==> src/hdl/report_builder_pkg.sv <==
`default_nettype none
package report_builder_pkg;
  // ----------------------------------------------------------------
  // Report layout
  // ----------------------------------------------------------------
  localparam int REPORT_BYTES = 11;
  localparam logic [7:0] REPORT_LENGTH_LO = 8'h0b;
  localparam logic [7:0] REPORT_LENGTH_HI = 8'h00;
  localparam logic [3:0] BYTE_LENGTH_LO = 4'h0;
  localparam logic [3:0] BYTE_LENGTH_HI = 4'h1;
  localparam logic [3:0] BYTE_REPORT_ID = 4'h2;
  localparam logic [3:0] BYTE_MODIFIERS = 4'h3;
  localparam logic [3:0] BYTE_RESERVED = 4'h4;
  localparam logic [3:0] BYTE_FIRST_KEY = 4'h5;
  localparam logic [3:0] BYTE_LAST_KEY = 4'ha;
  localparam int KEY_SLOTS = 6;
  localparam logic [7:0] USAGE_MOD_FIRST = 8'he0;
  localparam logic [7:0] USAGE_MOD_LAST = 8'he7;
  localparam logic [7:0] USAGE_NONE = 8'h00;

  // Modifier flag positions in the modifier byte
  localparam int MODIFIER_FLAG_LCTL = 0;
  localparam int MODIFIER_FLAG_LSHF = 1;
  localparam int MODIFIER_FLAG_LALT = 2;
  localparam int MODIFIER_FLAG_LWIN = 3;
  localparam int MODIFIER_FLAG_RCTL = 4;
  localparam int MODIFIER_FLAG_RSHF = 5;
  localparam int MODIFIER_FLAG_RALT = 6;
  localparam int MODIFIER_FLAG_RWIN = 7;

  // ----------------------------------------------------------------
  // Register map (10-bit address, 8-bit data)
  // ----------------------------------------------------------------
  localparam logic [9:0] ADDR_KEYMAP_BASE = 10'h000;
  localparam logic [9:0] ADDR_KEYMAP_LAST = 10'h07f;
  localparam logic [9:0] ADDR_REPORT_ID = 10'h202;
  localparam logic [9:0] ADDR_STATUS = 10'h300;
  localparam logic [9:0] ADDR_MASK = 10'h301;
  localparam logic [9:0] ADDR_STATE = 10'h302;
  localparam logic [7:0] RESET_REPORT_ID = 8'h01;
  localparam logic [7:0] RESET_MASK = 8'h00;
  localparam int STATUS_REPORT_DONE = 0;
  localparam int STATUS_KEY_DROPPED = 1;

  typedef enum logic [1:0] {
    ST_IDLE = 2'b00,
    ST_LOOKUP = 2'b01,
    ST_APPLY = 2'b10,
    ST_SEND = 2'b11
  } builder_state_type;
endpackage
`default_nettype wire

==> src/hdl/key_map_memory.sv <==
`default_nettype none
// Keyboard map: one usage code per key position, registered read
module key_map_memory #(
  parameter int DEPTH = 128,
  parameter int AW = 7
) (
  input wire logic clk,
  input wire logic wr_en,
  input wire logic [AW-1:0] wr_addr,
  input wire logic [7:0] wr_data,
  input wire logic [AW-1:0] rd_addr,
  output logic [7:0] rd_data
);
  logic [7:0] mem [DEPTH];

  // ----------------------------------------------------------------
  // Storage
  // ----------------------------------------------------------------
  // Write port; contents are programmed by software, no reset
  always_ff @(posedge clk) begin
    if (wr_en) begin
      mem[wr_addr] <= wr_data;
    end
  end

  // Read data comes out of a register one cycle after the address
  always_ff @(posedge clk) begin
    rd_data <= mem[rd_addr];
  end
endmodule
`default_nettype wire

==> src/hdl/keyboard_input_report_builder.sv <==
// Behaviour
// [RL1] Up to six held ordinary keys, one usage code each, in bytes 5 to 10.
// [RL2] Usage E0..E7 set modifier flags in byte 3, bit 0 left control.
// [RL3] Bytes 0 and 1 hold little-endian length 11.
// [RL4] Byte 2 holds the report identifier; byte 4 stays reserved zero.
// [RL5] A report is produced on every key press and every key release.
// [RL6] With no key held, report is zero except length and identifier.
// [RL7] Modifier-only changes also produce reports.
// [RL8] Usage code per key position comes from the keyboard map memory.
// [RL9] Identifier byte carries the default identifier held at 0202h.
// [RL10] Host reads the input report with a plain read, no address first.
// [RL11] Slots fill in detection order; unused slots read zero.
`default_nettype none
module keyboard_input_report_builder
  import report_builder_pkg::*;
#(
  parameter int KEY_POSITIONS = 128,
  parameter int POS_W = 7
) (
  input wire logic clk,
  input wire logic rst,
  // Key events from the matrix scanner
  input wire logic key_event_valid,
  output logic key_event_ready,
  input wire logic key_event_press,
  input wire logic [POS_W-1:0] key_event_pos,
  // Report byte stream towards the host link
  output logic report_valid,
  input wire logic report_ready,
  output logic [7:0] report_byte,
  output logic report_last,
  // Register port
  input wire logic [9:0] reg_addr,
  input wire logic [7:0] reg_wdata,
  input wire logic reg_write,
  input wire logic reg_read,
  output logic [7:0] reg_rdata,
  output logic irq
);
  builder_state_type state_q;
  logic press_q;
  logic [POS_W-1:0] pos_q;
  logic [7:0] usage;
  logic [7:0] modifiers_q;
  logic [7:0] slot_q [KEY_SLOTS];
  logic [2:0] count_q;
  logic [3:0] byte_idx_q;
  logic [7:0] report_id_q;
  logic [7:0] status_q;
  logic [7:0] mask_q;
  logic [7:0] rdata_q;
  logic [7:0] byte_q;
  logic is_modifier;
  logic [2:0] hit_idx;
  logic hit;
  logic map_wr;
  logic send_step;
  logic report_done;
  logic key_dropped;

  // ----------------------------------------------------------------
  // Helpers
  // ----------------------------------------------------------------
  // One report byte by its index
  function automatic logic [7:0] report_field(input logic [3:0] idx);
    logic [7:0] r;
    r = 8'h00;
    if (idx == BYTE_LENGTH_LO) begin
      r = REPORT_LENGTH_LO; // [RL3]
    end else if (idx == BYTE_LENGTH_HI) begin
      r = REPORT_LENGTH_HI; // [RL3]
    end else if (idx == BYTE_REPORT_ID) begin
      r = report_id_q; // [RL4] [RL9]
    end else if (idx == BYTE_MODIFIERS) begin
      r = modifiers_q; // [RL2] [RL7]
    end else if (idx == BYTE_RESERVED) begin
      r = 8'h00; // [RL4]
    end else if (idx >= BYTE_FIRST_KEY && idx <= BYTE_LAST_KEY) begin
      r = slot_q[3'(idx - BYTE_FIRST_KEY)]; // [RL1] [RL6]
    end
    return r;
  endfunction

  // True when the address falls inside the keyboard map
  function automatic logic in_keymap(input logic [9:0] a);
    return (a >= ADDR_KEYMAP_BASE) && (a <= ADDR_KEYMAP_LAST);
  endfunction

  // ----------------------------------------------------------------
  // Keyboard map lookup
  // ----------------------------------------------------------------
  assign map_wr = reg_write && in_keymap(reg_addr);

  key_map_memory #(
    .DEPTH(KEY_POSITIONS),
    .AW(POS_W)
  ) u_map (
    .clk(clk),
    .wr_en(map_wr),
    .wr_addr(reg_addr[POS_W-1:0]),
    .wr_data(reg_wdata),
    .rd_addr(pos_q),
    .rd_data(usage)
  ); // [RL8]

  // Modifier range test and search of the held keys
  always_comb begin
    is_modifier = (usage >= USAGE_MOD_FIRST) && (usage <= USAGE_MOD_LAST);
    hit = 1'b0;
    hit_idx = 3'd0;
    for (int i = KEY_SLOTS - 1; i >= 0; i--) begin
      if (3'(i) < count_q && slot_q[i] == usage) begin
        hit = 1'b1;
        hit_idx = 3'(i);
      end
    end
  end

  // ----------------------------------------------------------------
  // Sequencer
  // ----------------------------------------------------------------
  assign key_event_ready = (state_q == ST_IDLE);
  assign report_valid = (state_q == ST_SEND);
  assign send_step = report_valid && report_ready;
  assign report_last = report_valid && (byte_idx_q == BYTE_LAST_KEY);
  assign report_byte = byte_q;
  assign report_done = send_step && (byte_idx_q == BYTE_LAST_KEY);

  // Event accept, lookup, apply, then send one report
  always_ff @(posedge clk) begin
    if (rst) begin
      state_q <= ST_IDLE;
    end else begin
      case (state_q)
        ST_IDLE: begin
          if (key_event_valid) begin
            state_q <= ST_LOOKUP;
          end
        end
        ST_LOOKUP: begin
          state_q <= ST_APPLY;
        end
        ST_APPLY: begin
          state_q <= ST_SEND; // [RL5]
        end
        ST_SEND: begin
          if (report_done) begin
            state_q <= ST_IDLE;
          end
        end
        default: begin
          state_q <= ST_IDLE;
        end
      endcase
    end
  end

  // Captured event
  always_ff @(posedge clk) begin
    if (rst) begin
      press_q <= 1'b0;
      pos_q <= '0;
    end else if (key_event_valid && key_event_ready) begin
      press_q <= key_event_press;
      pos_q <= key_event_pos;
    end
  end

  // ----------------------------------------------------------------
  // Held key state
  // ----------------------------------------------------------------
  // Modifier flags follow the mapped usage code
  always_ff @(posedge clk) begin
    if (rst) begin
      modifiers_q <= 8'h00;
    end else if (state_q == ST_APPLY && is_modifier) begin
      modifiers_q[usage[2:0]] <= press_q; // [RL2] [RL7]
    end
  end

  // Slots: append on press, remove and close the gap on release
  always_ff @(posedge clk) begin
    if (rst) begin
      count_q <= 3'd0;
      for (int i = 0; i < KEY_SLOTS; i++) begin
        slot_q[i] <= USAGE_NONE;
      end
    end else if (state_q == ST_APPLY && !is_modifier
                 && usage != USAGE_NONE) begin
      if (press_q && !hit && count_q < 3'(KEY_SLOTS)) begin
        slot_q[count_q] <= usage; // [RL11] [RL1]
        count_q <= count_q + 3'd1;
      end else if (!press_q && hit) begin
        // Close the gap: slots above the hit move down one place
        for (int i = 0; i < KEY_SLOTS - 1; i++) begin
          if (3'(i) >= hit_idx) begin
            slot_q[i] <= slot_q[i+1]; // [RL11]
          end
        end
        // The top slot frees up on every release of a held key
        slot_q[KEY_SLOTS-1] <= USAGE_NONE; // [RL11] [RL6]
        count_q <= count_q - 3'd1;
      end
    end
  end

  assign key_dropped = state_q == ST_APPLY && !is_modifier && press_q
                       && usage != USAGE_NONE && !hit
                       && count_q == 3'(KEY_SLOTS);

  // ----------------------------------------------------------------
  // Report serialiser
  // ----------------------------------------------------------------
  // Byte index walks 0..10 while the host takes bytes
  always_ff @(posedge clk) begin
    if (rst) begin
      byte_idx_q <= BYTE_LENGTH_LO;
    end else if (state_q == ST_APPLY || report_done) begin
      byte_idx_q <= BYTE_LENGTH_LO;
    end else if (send_step) begin
      byte_idx_q <= byte_idx_q + 4'd1;
    end
  end

  // Output byte register, loaded with the byte about to be offered
  always_ff @(posedge clk) begin
    if (rst) begin
      byte_q <= 8'h00;
    end else if (state_q == ST_APPLY) begin
      byte_q <= REPORT_LENGTH_LO; // [RL3]
    end else if (send_step && !report_done) begin
      byte_q <= report_field(byte_idx_q + 4'd1); // [RL10]
    end
  end

  // ----------------------------------------------------------------
  // Registers
  // ----------------------------------------------------------------
  // Default report identifier
  always_ff @(posedge clk) begin
    if (rst) begin
      report_id_q <= RESET_REPORT_ID;
    end else if (reg_write && reg_addr == ADDR_REPORT_ID) begin
      report_id_q <= reg_wdata; // [RL9]
    end
  end

  // Interrupt mask
  always_ff @(posedge clk) begin
    if (rst) begin
      mask_q <= RESET_MASK;
    end else if (reg_write && reg_addr == ADDR_MASK) begin
      mask_q <= reg_wdata;
    end
  end

  // Sticky events, write one to clear; a new event wins over the clear
  always_ff @(posedge clk) begin
    if (rst) begin
      status_q <= 8'h00;
    end else begin
      for (int i = 0; i < 8; i++) begin
        if (reg_write && reg_addr == ADDR_STATUS && reg_wdata[i]) begin
          status_q[i] <= 1'b0;
        end
      end
      if (report_done) begin
        status_q[STATUS_REPORT_DONE] <= 1'b1;
      end
      if (key_dropped) begin
        status_q[STATUS_KEY_DROPPED] <= 1'b1;
      end
    end
  end

  assign irq = |(status_q & mask_q);

  // Read data appear the cycle after the read strobe
  always_ff @(posedge clk) begin
    if (rst) begin
      rdata_q <= 8'h00;
    end else if (reg_read) begin
      if (reg_addr == ADDR_REPORT_ID) begin
        rdata_q <= report_id_q;
      end else if (reg_addr == ADDR_STATUS) begin
        rdata_q <= status_q;
      end else if (reg_addr == ADDR_MASK) begin
        rdata_q <= mask_q;
      end else if (reg_addr == ADDR_STATE) begin
        rdata_q <= {3'b000, state_q, count_q};
      end else begin
        rdata_q <= 8'h00; // Keyboard map is write-only; unmapped reads 0
      end
    end else begin
      rdata_q <= 8'h00;
    end
  end

  assign reg_rdata = rdata_q;
endmodule
`default_nettype wire

==> config.mk <==
export PLATFORM = sky130hd
export DESIGN_NAME = keyboard_input_report_builder
export DESIGN_NICKNAME = d
export VERILOG_FILES = /design/src/hdl/report_builder_pkg.sv /design/src/hdl/key_map_memory.sv /design/src/hdl/keyboard_input_report_builder.sv
export SDC_FILE = /design/constraint.sdc
export NUM_CORES = 1
export LEC_CHECK = 0
export BUFFER_PORTS_ARGS = -buffer_cell sky130_fd_sc_hd__buf_2
export CORE_MARGIN = 5
export CORE_UTILIZATION = 50
export CTS_CLUSTER_SIZE = 14
export DETAILED_ROUTE_END_ITERATION = 10
export PLACE_DENSITY = 0.65
export RECOVER_POWER = 100
export SLEW_MARGIN = 5
export SYNTH_ARGS = -nofsm -noshare
export SYNTH_HDL_FRONTEND = slang
export SYNTH_SLANG_ARGS = --single-unit
export TNS_END_PERCENT = 20
==> constraint.sdc <==
create_clock -name clk -period 4.3 [get_ports clk]
set_clock_uncertainty 0.2 [all_clocks]
set_input_delay 0.86 -clock clk [delete_from_list [all_inputs] [get_ports clk]]
set_output_delay 0.86 -clock clk [all_outputs]
set_load 0.01 [all_outputs]
Word level (Yosys, flattened, before mapping)
Memory sizes are Yosys's and may differ from the RTL's. A register that Yosys moved wholly into a read port is not among the register bits.
Cells that the tools add are included.

word-level totals
  bits in registers = 59
  bits in writable memories = 1072
  output and inout port bits = 20
  word-level logic and storage cells = 206
  memories = 2

operators by class
  $add $sub $neg = 4
  $lt $le $gt $ge = 20
  equal/unequal tests = 21
  mux-type cells = 88
  bitwise gates (word level) = 8
  reductions and logical operators = 50

memories
  name       depth  width  read ports  clocked after Yosys merged registers in  wr ports  RTL line                             text
  u_map.mem  128    8      1           1                                        1         key_map_memory.sv:14                 logic [7:0] mem [DEPTH];
  slot_q     6      8      7           0                                        6         keyboard_input_report_builder.sv:45  logic [7:0] slot_q [KEY_SLOTS];

operator list
  operator                                                          count
  2-to-1 mux 8 bit                                                  16
  2-to-1 mux 1 bit                                                  55
  == test 8 bit                                                     6
  == test 10 bit (second input constant)                            4
  logical AND 1 bit                                                 31
  2-to-1 mux 3 bit                                                  9
  OR reduction 8 bit                                                2
  >= comparator 10 x 1 -> 1 bit (second input constant)             1
  less-or-equal comparator 10 x 7 -> 1 bit (second input constant)  1
  AND 2 x 8 -> 8 bit                                                1
  bitwise mux 8 bit                                                 1
  == test 4 x 2 -> 1 bit (second input constant)                    2
  >= comparator 8 bit (second input constant)                       1
  less-or-equal comparator 8 bit (second input constant)            1
  2-to-1 mux 4 bit                                                  2
  case mux 2 bit (4 select lines)                                   1
  nonzero test 2 bit                                                4
  nonzero test 8 bit                                                1
  >= comparator 1 x 3 -> 1 bit (first input constant)               2
  >= comparator 2 x 3 -> 1 bit (first input constant)               2
  < comparator 1 x 3 -> 1 bit (first input constant)                2
  < comparator 2 x 3 -> 1 bit (first input constant)                2
  < comparator 3 bit (first input constant)                         2
  bitwise OR 1 bit                                                  6
  28 further kinds                                                  36

Logic depth before layout (Yosys ltp)
Gate-level depths: netlist of run 1.
An unclocked memory read counts as a cell.

  depth after elaboration = 18
  mapped depth = 11
  depth with buffers taken out = 8

Modules after synthesis
From an unflattened synthesis of run 1, not the netlist that was laid out.

second synthesis, totals
  cells, all modules = 2281
  area, all modules = 46265.6 sq um

by module, submodules not included
  module                         instances  cells each  area an instance (sq um)
  key_map_memory                 1          1635        39665.5
  keyboard_input_report_builder  1          646         6600.1

Least setup slack after synthesis of run 1
Ideal clock, no wire load.

  path kind = reg-to-reg
  start point = reg u_map.rd_data[2], read port of u_map.mem
  end point = mem slot_q[3][0] (enable)
  data arrival time = 2919 ps
  data required time = 3696 ps
  slack = 777 ps
  cell stages (with the launch flop) = 10
  cells stage by stage = dfxtp_1 -> clkbuf_1 -> xor2_1 -> a2111o_1 -> o41a_1 -> buf_2 -> and4_1 -> clkbuf_1 -> nand4_1 -> o311ai_0

RTL lines
  item         RTL line                             text
  from (decl)  key_map_memory.sv:12                 output logic [7:0] rd_data
  to (decl)    keyboard_input_report_builder.sv:45

Final worst setup path of run 1
  start point = in reg_write
  end point = mem u_map.mem[44][4] (enable)

between the ends
  longest elaborated chain between the ends = 3

RTL lines
  item                                    RTL line                             text
  from (decl)                             keyboard_input_report_builder.sv:35  input wire logic reg_write,
  logical AND 1 bit                       keyboard_input_report_builder.sv:92  assign map_wr = reg_write && in_keymap(reg_addr);
  2-to-1 mux 1 bit                        key_map_memory.sv:21                 if (wr_en) begin
  2-to-1 mux 1 bit (implied by the code)  key_map_memory.sv:22                 mem[wr_addr] <= wr_data;
  to (decl)                               key_map_memory.sv:14

Every way passes these cells.

==> impl_metrics.csv, run 1 <==
group,metric,value,unit
floorplan,die_h,314.0,microns
placement,place_ws,769.9,ps
cells_and_area,nFillCells,6775,
floorplan,row_count,111,
cells_and_area,layout-drive-gt1-share,23.52,%
clock_tree,clock_sinks,1155,
power,seqPwrFrac,49.4,%
synthesis,yosys.area_share.xor_xnor,1.005,%
timing,fin_crit,3995,ps
cells_and_area,design_area,51720,sq um
floorplan,io_pins,52,
cells_and_area,final_util,56.43,%
power,leakagePower,15.55,nW
synthesis,synth-edff-count,1088,
hold_path,hp-class,"in -> reg",
clock_tree,h-tree-depth,3,
worst_setup_path,startpoint_type,"input pin",
hold_path,whs_path_depth,3,
timing,slew_viol_final,631,
placement,hpwlAfterDp,68810,microns
grt,grt_pass1_vias,23520,
timing,slew_headroom,-124.0,%
power,p_int,19.58,mW
worst_setup_path,ff2ff_path_depth,6,
floorplan,die_w,314.0,microns
synthesis,synthMuxAreaShare,17.75,%
worst_setup_path,cp-end-kind,"register",
synthesis,syn_inst,2324,
worst_setup_path,crit_slowest_cell,"nor4b_1",
clock_tree,post-cts-setup-buffers,0,
placement,portBuffers,51,
synthesis,synth-async-reset-ratio,0,%
synthesis,synth_top_area_share,70.71,%
drt,drtPass1Iterations,5,
power,pwr_density_cell,499.3,nW/um^2
synthesis,yosysMostFrequentCell,"edfxtp_1",
placement,dpl_cell_area,48560,sq um
floorplan,initial_core_util,50.41,%
timing,rsz0062_at_grt,"false",
clock_tree,postCtsHoldBufs,0,
worst_setup_path,cp_data_required_time,4420,ps
floorplan,core_area,91660,sq um
synthesis,ys_top_cells_by_area,"edfxtp_1, mux4_2, dfxtp_1",
worst_setup_path,critPathMaxFanout,14,
worst_setup_path,crit_top_cell,"clkbuf_1",
synthesis,yosysUniqueCellTypes,53,
power,combPwrFrac,13.7,%
grt,antenna_found_initial,5,
timing,worst_pin_slew,3359,ps
grt,grt_pass1_wl,160900,microns
power,pwr-share-clk,36.9,%
drt,remaining_drc_errors,0,
clock_tree,ctsResizeCount,0,
synthesis,ys_seq_elements,1155,
clock_tree,cts_buffer_depth,3,
status,violations,"capacitance limit, slew limit",
synthesis,synth.yosys.seq_area_share,73.61,%
timing,setup_viol,0,
synthesis,synth.yosys.warnings,0,
worst_setup_path,cp_cell_sequence,"clkbuf_1, nor4b_1, clkbuf_1, nand2_1, clkbuf_1, nor2_1, clkbuf_1",
cells_and_area,final_nets,2530,
grt,grt_usage,22.01,%
synthesis,synth_top_family_by_area,"multiplexers",
timing,setup_ws,304.8,ps
synthesis,yosys.area_share.simple,4.135,%
worst_setup_path,worstPathArrival,4110,ps
floorplan,die_area,98590,sq um
synthesis,synthFlopType,"edfxtp_1",
synthesis,avgSynthCellArea,19.88,sq um
clock_tree,cts_tree,"built",
drt,first_iter_violations,2549,
status,status,"complete, but fails checks",
cells_and_area,synthToLayoutAreaGrowth,11.94,%
synthesis,ys_top_cells_by_count,"edfxtp_1, mux4_2, nor2_1, nand2_1, clkbuf_1",
drt,routed_via_density,6.188,
timing,tns,0,ps
timing,min_period_over_period,92.91,%
clock_tree,cts.clk_slew.worst_paths,60,ps
synthesis,synth.largest_area_cell,"edfxtp_1",
clock_tree,root_buffer,"clkbuf_16",
clock_tree,clock_latency,680,ps
synthesis,synthesis.area,46210,sq um
power,ir_drop,0.0002947,V
worst_setup_path,path_class,"in -> reg",
drt,num_vias,23280,
grt,grt_overflow,0,
placement,place_congestion,0.8819,
power,p_sw,6.246,mW
synthesis,synth_compound_area_share,1.841,%
drt,routed_wl,108200,microns
grt,grt_max_degree,81,
drt,ant_nets,0,
clock_tree,numCtsBuffers,112,
synthesis,synth_fa_ha_area_share,0.2708,%
timing,final_hold_viol_count,0,
worst_setup_path,max_stage_delay,710,ps
drt,wl_per_cell,28.76,microns
flow_run,maxCapViolations,10,
timing,clock.fmax,0.2503,GHz
power,switching_share,24.18,%
==> area by class of cell <==
cell class / count / area, sq um / area share, %
multi-input combinational: 1038 / 11610 / 22.45
tap: 1186 / 1484 / 2.869
antenna: 1 / 2.502 / 0.004838
clock buffer: 127 / 2859 / 5.528
clock inverter: 75 / 679.4 / 1.314
sequential: 1155 / 34030 / 65.79
inverter: 14 / 52.55 / 0.1016
timing repair buffer: 167 / 1003 / 1.940
==> layout by cell type, fill, tap and decap left out, drive strengths merged, types with 5 or more instances in the layout <==
cell type / instances
xnor2: 33
xor2: 20
bufinv: 12
mux2i: 14
buf: 62
ha: 10
nor2: 176
o211ai: 14
o31ai: 5
nor3: 18
nand2b: 6
edfxtp: 1088
nor4: 5
clkbuf: 232
mux2: 12
nand4: 13
and3: 5
inv: 17
clkinv: 56
a21oi: 47
conb: 16
dfxtp: 67
nor2b: 9
nand3: 50
nand2: 134
o21ai: 49
a22oi: 7
mux4: 352
==> logic make-up (layout without fill, tap and decap cells) <==
logic type      after synthesis  in the layout
flops                      1155           1155
simple gates                438            438
mux                         378            378
buf+inv                     146            383
compound gates              143            143
xor+xnor                     53             53
fa+ha+maj                    10             10
other cells                   1             17
==> state kept, by name, summed over array words and instances, names as in the netlist <==
| signal | flops |
|---|---|
| press_q | 1 |
| modifiers_q | 8 |
| reg_rdata | 8 |
| u_map.mem | 1024 |
| slot_q | 64 |
| pos_q | 7 |
| report_byte | 8 |
| status_q | 2 |
| report_id_q | 8 |
| mask_q | 8 |
| u_map.rd_data | 8 |
| byte_idx_q | 4 |
| count_q | 3 |
| state_q | 2 |
==> final timing paths <==
kind	slack (ps)	start	to
hold reg to reg	250	mask_q[6]	mask_q[6]
setup / recovery	300	reg_write	u_map.mem[44][4]
setup reg to reg	390	pos_q[0]	u_map.rd_data[4]
hold / removal	240	key_event_pos[1]	pos_q[1]
==> power groups by stage <==
| stage | clock, mW | combinational [mW] | sequential [mW] |
|---|---|---|---|
| after CTS | 9.69 | 3.62 | 12.7 |
| after detailed placement | 0 | 3.61 | 13.0 |
| after floorplan | 0 | 2.48 | 12.8 |
| after global placement | 0 | 3.58 | 13.0 |
| final | 9.53 | 3.55 | 12.8 |
| after global routing | 10.2 | 3.76 | 12.8 |
==> stage by stage <==
stage / std cells / hold WS (ps) / total power, mW
after CTS: 3762 / 194.1 / 26.05
after global placement: 3560 / 242.3 / 16.54
after floorplan: 2339 / 220.2 / 15.24
final: 3763 / 236.3 / 25.83
after global routing: 3762 / 221.9 / 26.72
after detailed placement: 3560 / 246.0 / 16.59
==> routing by layer <==
metal	track usage, %	part of all wire, %
met1	31.79	41
met2	35.88	50
met3	4.272	7.8
met4	4.439	1.8
met5	0	0.043
==> critical path: cells and delay by family <==
| kind | cells | cell delay, ps |
|---|---|---|
| AND/OR/NAND/NOR | 3 | 1410 |
| buffers and inverters | 4 | 1830 |
Note: power is estimated with default switching activity, not from simulation.
==> inputs of run 2 (changes only) <==
--- a/config.mk
+++ b/config.mk
@@ -10,7 +10,7 @@
 export CORE_UTILIZATION = 50
 export CTS_CLUSTER_SIZE = 14
 export DETAILED_ROUTE_END_ITERATION = 10
-export PLACE_DENSITY = 0.65
+export PLACE_DENSITY_LB_ADDON = 0.25
 export RECOVER_POWER = 100
 export SLEW_MARGIN = 5
 export SYNTH_ARGS = -nofsm -noshare
==> run 2 against run 1 <==
Net effect: the flow still finishes with violations (capacitance limit, slew limit); critical path depth down 1; non-clock buffer count is 15 higher; sequential share of layout area decreased by 0.35 points; die area did not move; combinational power about the same; sequential power barely moved; count of clock-buffer cells in the layout is 14 higher; sequential cell count did not move; worst setup slack improved by 95 ps; register-to-register slack improved by 50 ps; total power rose by 2.0%; first-iteration DRC count rose by 27%; critical endpoint is now u_map.mem[35][7]; largest cell class unchanged.
==> impl_metrics.csv, run 2 (synthesized netlist as in run 1, its figures left out) <==
group,metric,value,unit
worst_setup_path,crit_slowest_cell,"nor4b_1",
clock_tree,clock_sinks,1155,
floorplan,die_h,314.0,microns
floorplan,core_area,91660,sq um
clock_tree,cts_tree,"built",
drt,wl_per_cell,29.14,microns
timing,setup_ws,399.6,ps
drt,num_vias,23560,
cells_and_area,largest_reg_flops,1024,
cells_and_area,layout-drive-gt1-share,23.45,%
timing,slew_headroom,-130.3,%
placement,placed_cells,3575,
status,violations,"capacitance limit, slew limit",
worst_setup_path,startpoint_type,"input pin",
worst_setup_path,path_class,"in -> reg",
clock_tree,cts_buffer_depth,3,
power,pwr_density_cell,506.6,nW/um^2
placement,portBuffers,51,
cells_and_area,synthToLayoutAreaGrowth,12.53,%
clock_tree,clock_latency,680,ps
cells_and_area,largest_registers,"u_map.mem (1024), slot_q (64)",
grt,grt_pass1_vias,23620,
worst_setup_path,worstPathArrival,4010,ps
timing,clock.fmax,0.2564,GHz
drt,first_iter_violations,3226,
floorplan,die_w,314.0,microns
power,ir_drop,0.0003337,V
timing,min_period_over_period,90.71,%
worst_setup_path,cp_data_required_time,4410,ps
grt,grt_overflow,0,
clock_tree,cts.clk_slew.worst_paths,60,ps
clock_tree,h-tree-depth,3,
grt,grt_pass1_wl,163800,microns
clock_tree,ctsResizeCount,0,
drt,routed_via_density,6.208,
clock_tree,post-cts-setup-buffers,0,
grt,antenna_found_initial,6,
timing,worst_pin_slew,3455,ps
worst_setup_path,critPathMaxFanout,14,
drt,ant_nets,0,
floorplan,io_pins,52,
floorplan,initial_core_util,50.41,%
hold_path,hp-class,"in -> reg",
floorplan,row_count,111,
floorplan,die_area,98590,sq um
grt,grt_max_degree,81,
timing,setup_viol,0,
drt,routed_wl,110600,microns
worst_setup_path,reg2reg_slack,440,ps
worst_setup_path,cp-end-kind,"register",
cells_and_area,layout.cells.non_filler,3795,
timing,slew_viol_final,628,
grt,grt_usage,22.48,%
cells_and_area,top_register,"u_map.mem",
cells_and_area,nFillCells,6742,
timing,fin_crit,3900,ps
timing,whs,231.5,ps
status,status,"complete, but fails checks",
cells_and_area,final_nets,2547,
placement,place_congestion,0.8496,
flow_run,maxCapViolations,10,
timing,tns,0,ps
cells_and_area,final_common_cell,"edfxtp_1",
clock_tree,root_buffer,"clkbuf_16",
cells_and_area,final_cell_mix,"edfxtp_1, mux4_2, nor2_1, nand2_1, clkbuf_1",
drt,drtPass1Iterations,5,
drt,remaining_drc_errors,0,
worst_setup_path,max_stage_delay,1000,ps
placement,place_ws,624.2,ps
clock_tree,postCtsHoldBufs,0,
placement,hpwlAfterDp,70670,microns
worst_setup_path,cp_cell_sequence,"buf_2, nor4b_1, clkbuf_1, nand4b_1, clkbuf_2, nor2_1",
timing,rsz0062_at_grt,"false",
clock_tree,numCtsBuffers,114,
power,leakagePower,15.66,nW
timing,final_hold_viol_count,0,
## run 2: final timing paths
check                                        end             start  depth (start not counted)
worst max-delay path            u_map.mem[35][7]         reg_write                          6
worst min-delay path                    pos_q[4]  key_event_pos[4]                          3
worst max register to register      slot_q[2][2]  u_map.rd_data[6]                          8
worst min register to register    report_byte[4]    report_byte[4]                          2
## run 2: final cells by class
class,instances,area [sq um],share of cell area [%]
Sequential cell,1155,34030,65.44
Multi-Input combinational cell,1038,11610,22.34
Clock buffer,141,3049,5.864
Tap cell,1186,1484,2.854
Timing Repair Buffer,182,1018,1.959
Clock inverter,76,743.2,1.429
Inverter,14,52.55,0.1011
Antenna cell,3,7.507,0.01444
## run 2: metal layers
| layer | GRT usage (%) | vias to the layer above | part of all wire [%] |
|---|---|---|---|
| met2 | 35.11 | 1187 | 48 |
| met3 | 4.457 | 157 | 9.0 |
| li1 | - | 9860 | - |
| met1 | 33.56 | 12350 | 41 |
| met4 | 5.125 | 2 | 2.1 |
| met5 | 0 | - | 0.0090 |
## run 2: worst max-delay path, delay by kind of cell
| kind | cells | cell delay, ps |
|---|---|---|
| AND/OR/NAND/NOR | 3 | 1910 |
| buffers and inverters | 3 | 1230 |
## run 2: where the power goes
| part | switching (mW) | internal (mW) | total, mW |
|---|---|---|---|
| Combinational | 1.94 | 1.62 | 3.57 |
| Sequential | 0.293 | 12.5 | 12.8 |
| Clock | 4.19 | 5.82 | 10.0 |
| Total | 6.43 | 19.9 | 26.3 |
## run 2: per-stage QoR
step,cell area [sq um],power [mW],util (%)
2_1_floorplan,46260,15.24,-
3_3_place_gp,48620,16.60,53.04
3_5_place_dp,48620,16.64,53.04
4_1_cts,52410,26.58,57.18
5_1_grt,51990,27.24,56.72
6_report,52000,26.34,56.73
==> inputs of run 3 (changes only) <==
--- a/config.mk
+++ b/config.mk
@@ -7,7 +7,7 @@
 export LEC_CHECK = 0
 export BUFFER_PORTS_ARGS = -buffer_cell sky130_fd_sc_hd__buf_2
 export CORE_MARGIN = 5
-export CORE_UTILIZATION = 50
+export CORE_UTILIZATION = 35
 export CTS_CLUSTER_SIZE = 14
 export DETAILED_ROUTE_END_ITERATION = 10
 export PLACE_DENSITY_LB_ADDON = 0.25
==> run 3 against run 2 <==
Net effect: the run still ends with capacitance limit, slew limit left; design area increased by 2.9%; count of clock-buffer cells in the layout increased by 9; via count decreased by 0.86%; maximum frequency decreased by 1.4%; clock power increased by 7%; final cell count increased by 17%; core utilization decreased by 16 points; worst hold slack got worse by 46 ps; die area increased by 41%; worst setup slack got worse by 55 ps; largest cell class unchanged.
==> impl_metrics.csv, run 3 (synthesized netlist as in run 1, its figures left out) <==
group,metric,value,unit
worst_setup_path,startpoint_type,"input pin",
worst_setup_path,crit_top_cell,"clkbuf_1",
power,pwr_density_cell,508.4,nW/um^2
worst_setup_path,reg2reg_to,"u_map.rd_data[0]",
power,leakagePower,16.04,nW
cells_and_area,layout-drive-gt1-share,24.33,%
status,violations,"capacitance limit, slew limit",
drt,remaining_drc_errors,0,
worst_setup_path,path_buf_inv,3,
worst_setup_path,critPathMaxFanout,14,
cells_and_area,final_cell_mix,"edfxtp_1, mux4_2, clkbuf_1, nor2_1, nand2_1",
timing,slew_viol_final,689,
hold_path,min_from,"key_event_pos[1]",
cells_and_area,final_common_cell,"edfxtp_1",
clock_tree,postCtsHoldBufs,0,
power,ir_drop,0.0003530,V
clock_tree,post-cts-setup-buffers,0,
clock_tree,numCtsBuffers,121,
timing,rsz0062_at_grt,"false",
floorplan,io_pins,52,
cells_and_area,final_nets,2625,
worst_setup_path,path_depth,6,
floorplan,die_w,373.3,microns
drt,routed_wl,115900,microns
timing,clock.fmax,0.2528,GHz
clock_tree,clock_latency,720,ps
clock_tree,cts_buffer_depth,3,
grt,antenna_found_initial,7,
cells_and_area,nFillCells,11490,
grt,grt_pass1_vias,24170,
placement,portBuffers,51,
worst_setup_path,max_stage_delay,860,ps
timing,min_period_over_period,91.99,%
floorplan,core_area,131300,sq um
worst_setup_path,reg2reg_slack,350,ps
timing,final_hold_viol_count,0,
grt,grt_max_degree,89,
timing,worst_pin_slew,3439,ps
clock_tree,clock_sinks,1155,
worst_setup_path,cp_data_required_time,4460,ps
timing,fin_crit,3956,ps
worst_setup_path,path_class,"in -> reg",
cells_and_area,largest_reg_flops,1024,
power,finalPower,27.21,mW
clock_tree,cts.clk_slew.worst_paths,60,ps
cells_and_area,largest_registers,"u_map.mem (1024), slot_q (64)",
timing,tns,0,ps
cells_and_area,top_register,"u_map.mem",
worst_setup_path,worstPathArrival,4120,ps
clock_tree,ctsResizeCount,0,
worst_setup_path,r2r_start,"pos_q[0]",
clock_tree,h-tree-depth,3,
drt,drtPass1Iterations,8,
cells_and_area,synthToLayoutAreaGrowth,15.83,%
worst_setup_path,ff2ff_path_depth,6,
drt,ant_nets,0,
floorplan,initial_core_util,35.19,%
grt,grt_pass1_wl,169500,microns
flow_run,maxCapViolations,12,
hold_path,hp-class,"in -> reg",
placement,hpwlAfterDp,74950,microns
drt,num_vias,23360,
placement,place_congestion,0.8415,
grt,grt_usage,16.39,%
worst_setup_path,crit_slowest_cell,"nor2_1",
drt,first_iter_violations,2269,
drt,wl_per_cell,26.08,microns
worst_setup_path,cp-end-kind,"register",
floorplan,row_count,133,
clock_tree,root_buffer,"clkbuf_16",
hold_path,worstHoldEndpoint,"pos_q[1]",
worst_setup_path,cp_top_family,"buffers and inverters",
floorplan,die_area,139400,sq um
floorplan,die_h,373.3,microns
worst_setup_path,cp_cell_sequence,"clkbuf_1, nor4b_1, clkbuf_1, nand4b_1, clkbuf_1, nor2_1",
grt,grt_overflow,0,
clock_tree,cts_tree,"built",
status,status,"complete, but fails checks",
timing,setup_viol,0,
timing,slew_headroom,-129.3,%
hold_path,whs_path_depth,3,
drt,routed_via_density,5.255,
cells_and_area,design_area,53520,sq um
placement,dpl_cell_area,50010,sq um
run 3: stage by stage:
stage,hold slack [ps],setup slack (ps),instances,util [%]
6_report,185.3,344.4,4444,40.76
5_1_grt,155.3,186.0,4443,40.76
4_1_cts,134.3,639.8,4443,41.24
3_5_place_dp,243.4,595.9,4215,38.09
3_3_place_gp,246.4,704.4,4215,38.09
2_1_floorplan,220.2,777.4,2339,-
run 3: layout make-up:
type	count	area (sq um)	area share [%]
repair buffers	253	1496	2.796
clock buffers	150	3187	5.954
flip-flops and latches	1155	34030	63.57
diodes	1	2.502	0.004676
well taps	1755	2196	4.103
multi-input cells	1038	11610	21.70
inverters	14	52.55	0.09819
clock inverters	78	948.4	1.772
run 3: per-layer routing:
layer	vias to the layer above	track usage, %	share of wire (%)
met1	12410	23.12	44
met2	747	26.37	48
met4	2	4.000	2.1
li1	10040	-	-
met3	157	3.335	6.2
met5	-	0	0.011
run 3: power by group:
| part | total (mW) | switching, mW | internal [mW] |
|---|---|---|---|
| Sequential | 12.8 | 0.340 | 12.5 |
| Combinational | 3.70 | 1.97 | 1.73 |
| Clock | 10.7 | 4.38 | 6.31 |
run 3: worst max path at each step:
stage,from,end,slack [ps]
after CTS,u_map.rd_data[4],slot_q[3][1],640
after detailed placement,reg_write,u_map.mem[76][3],600
after global placement,reg_write,u_map.mem[76][3],700
after global routing,pos_q[0],u_map.rd_data[0],190
after floorplan,u_map.rd_data[2],slot_q[3][0],780
final,reg_write,u_map.mem[19][6],340
run 3: tightest hold or removal path, cell delays in order:
cell and delay, ps:
buf_2 100, nand3_1 50, a21oi_1 50
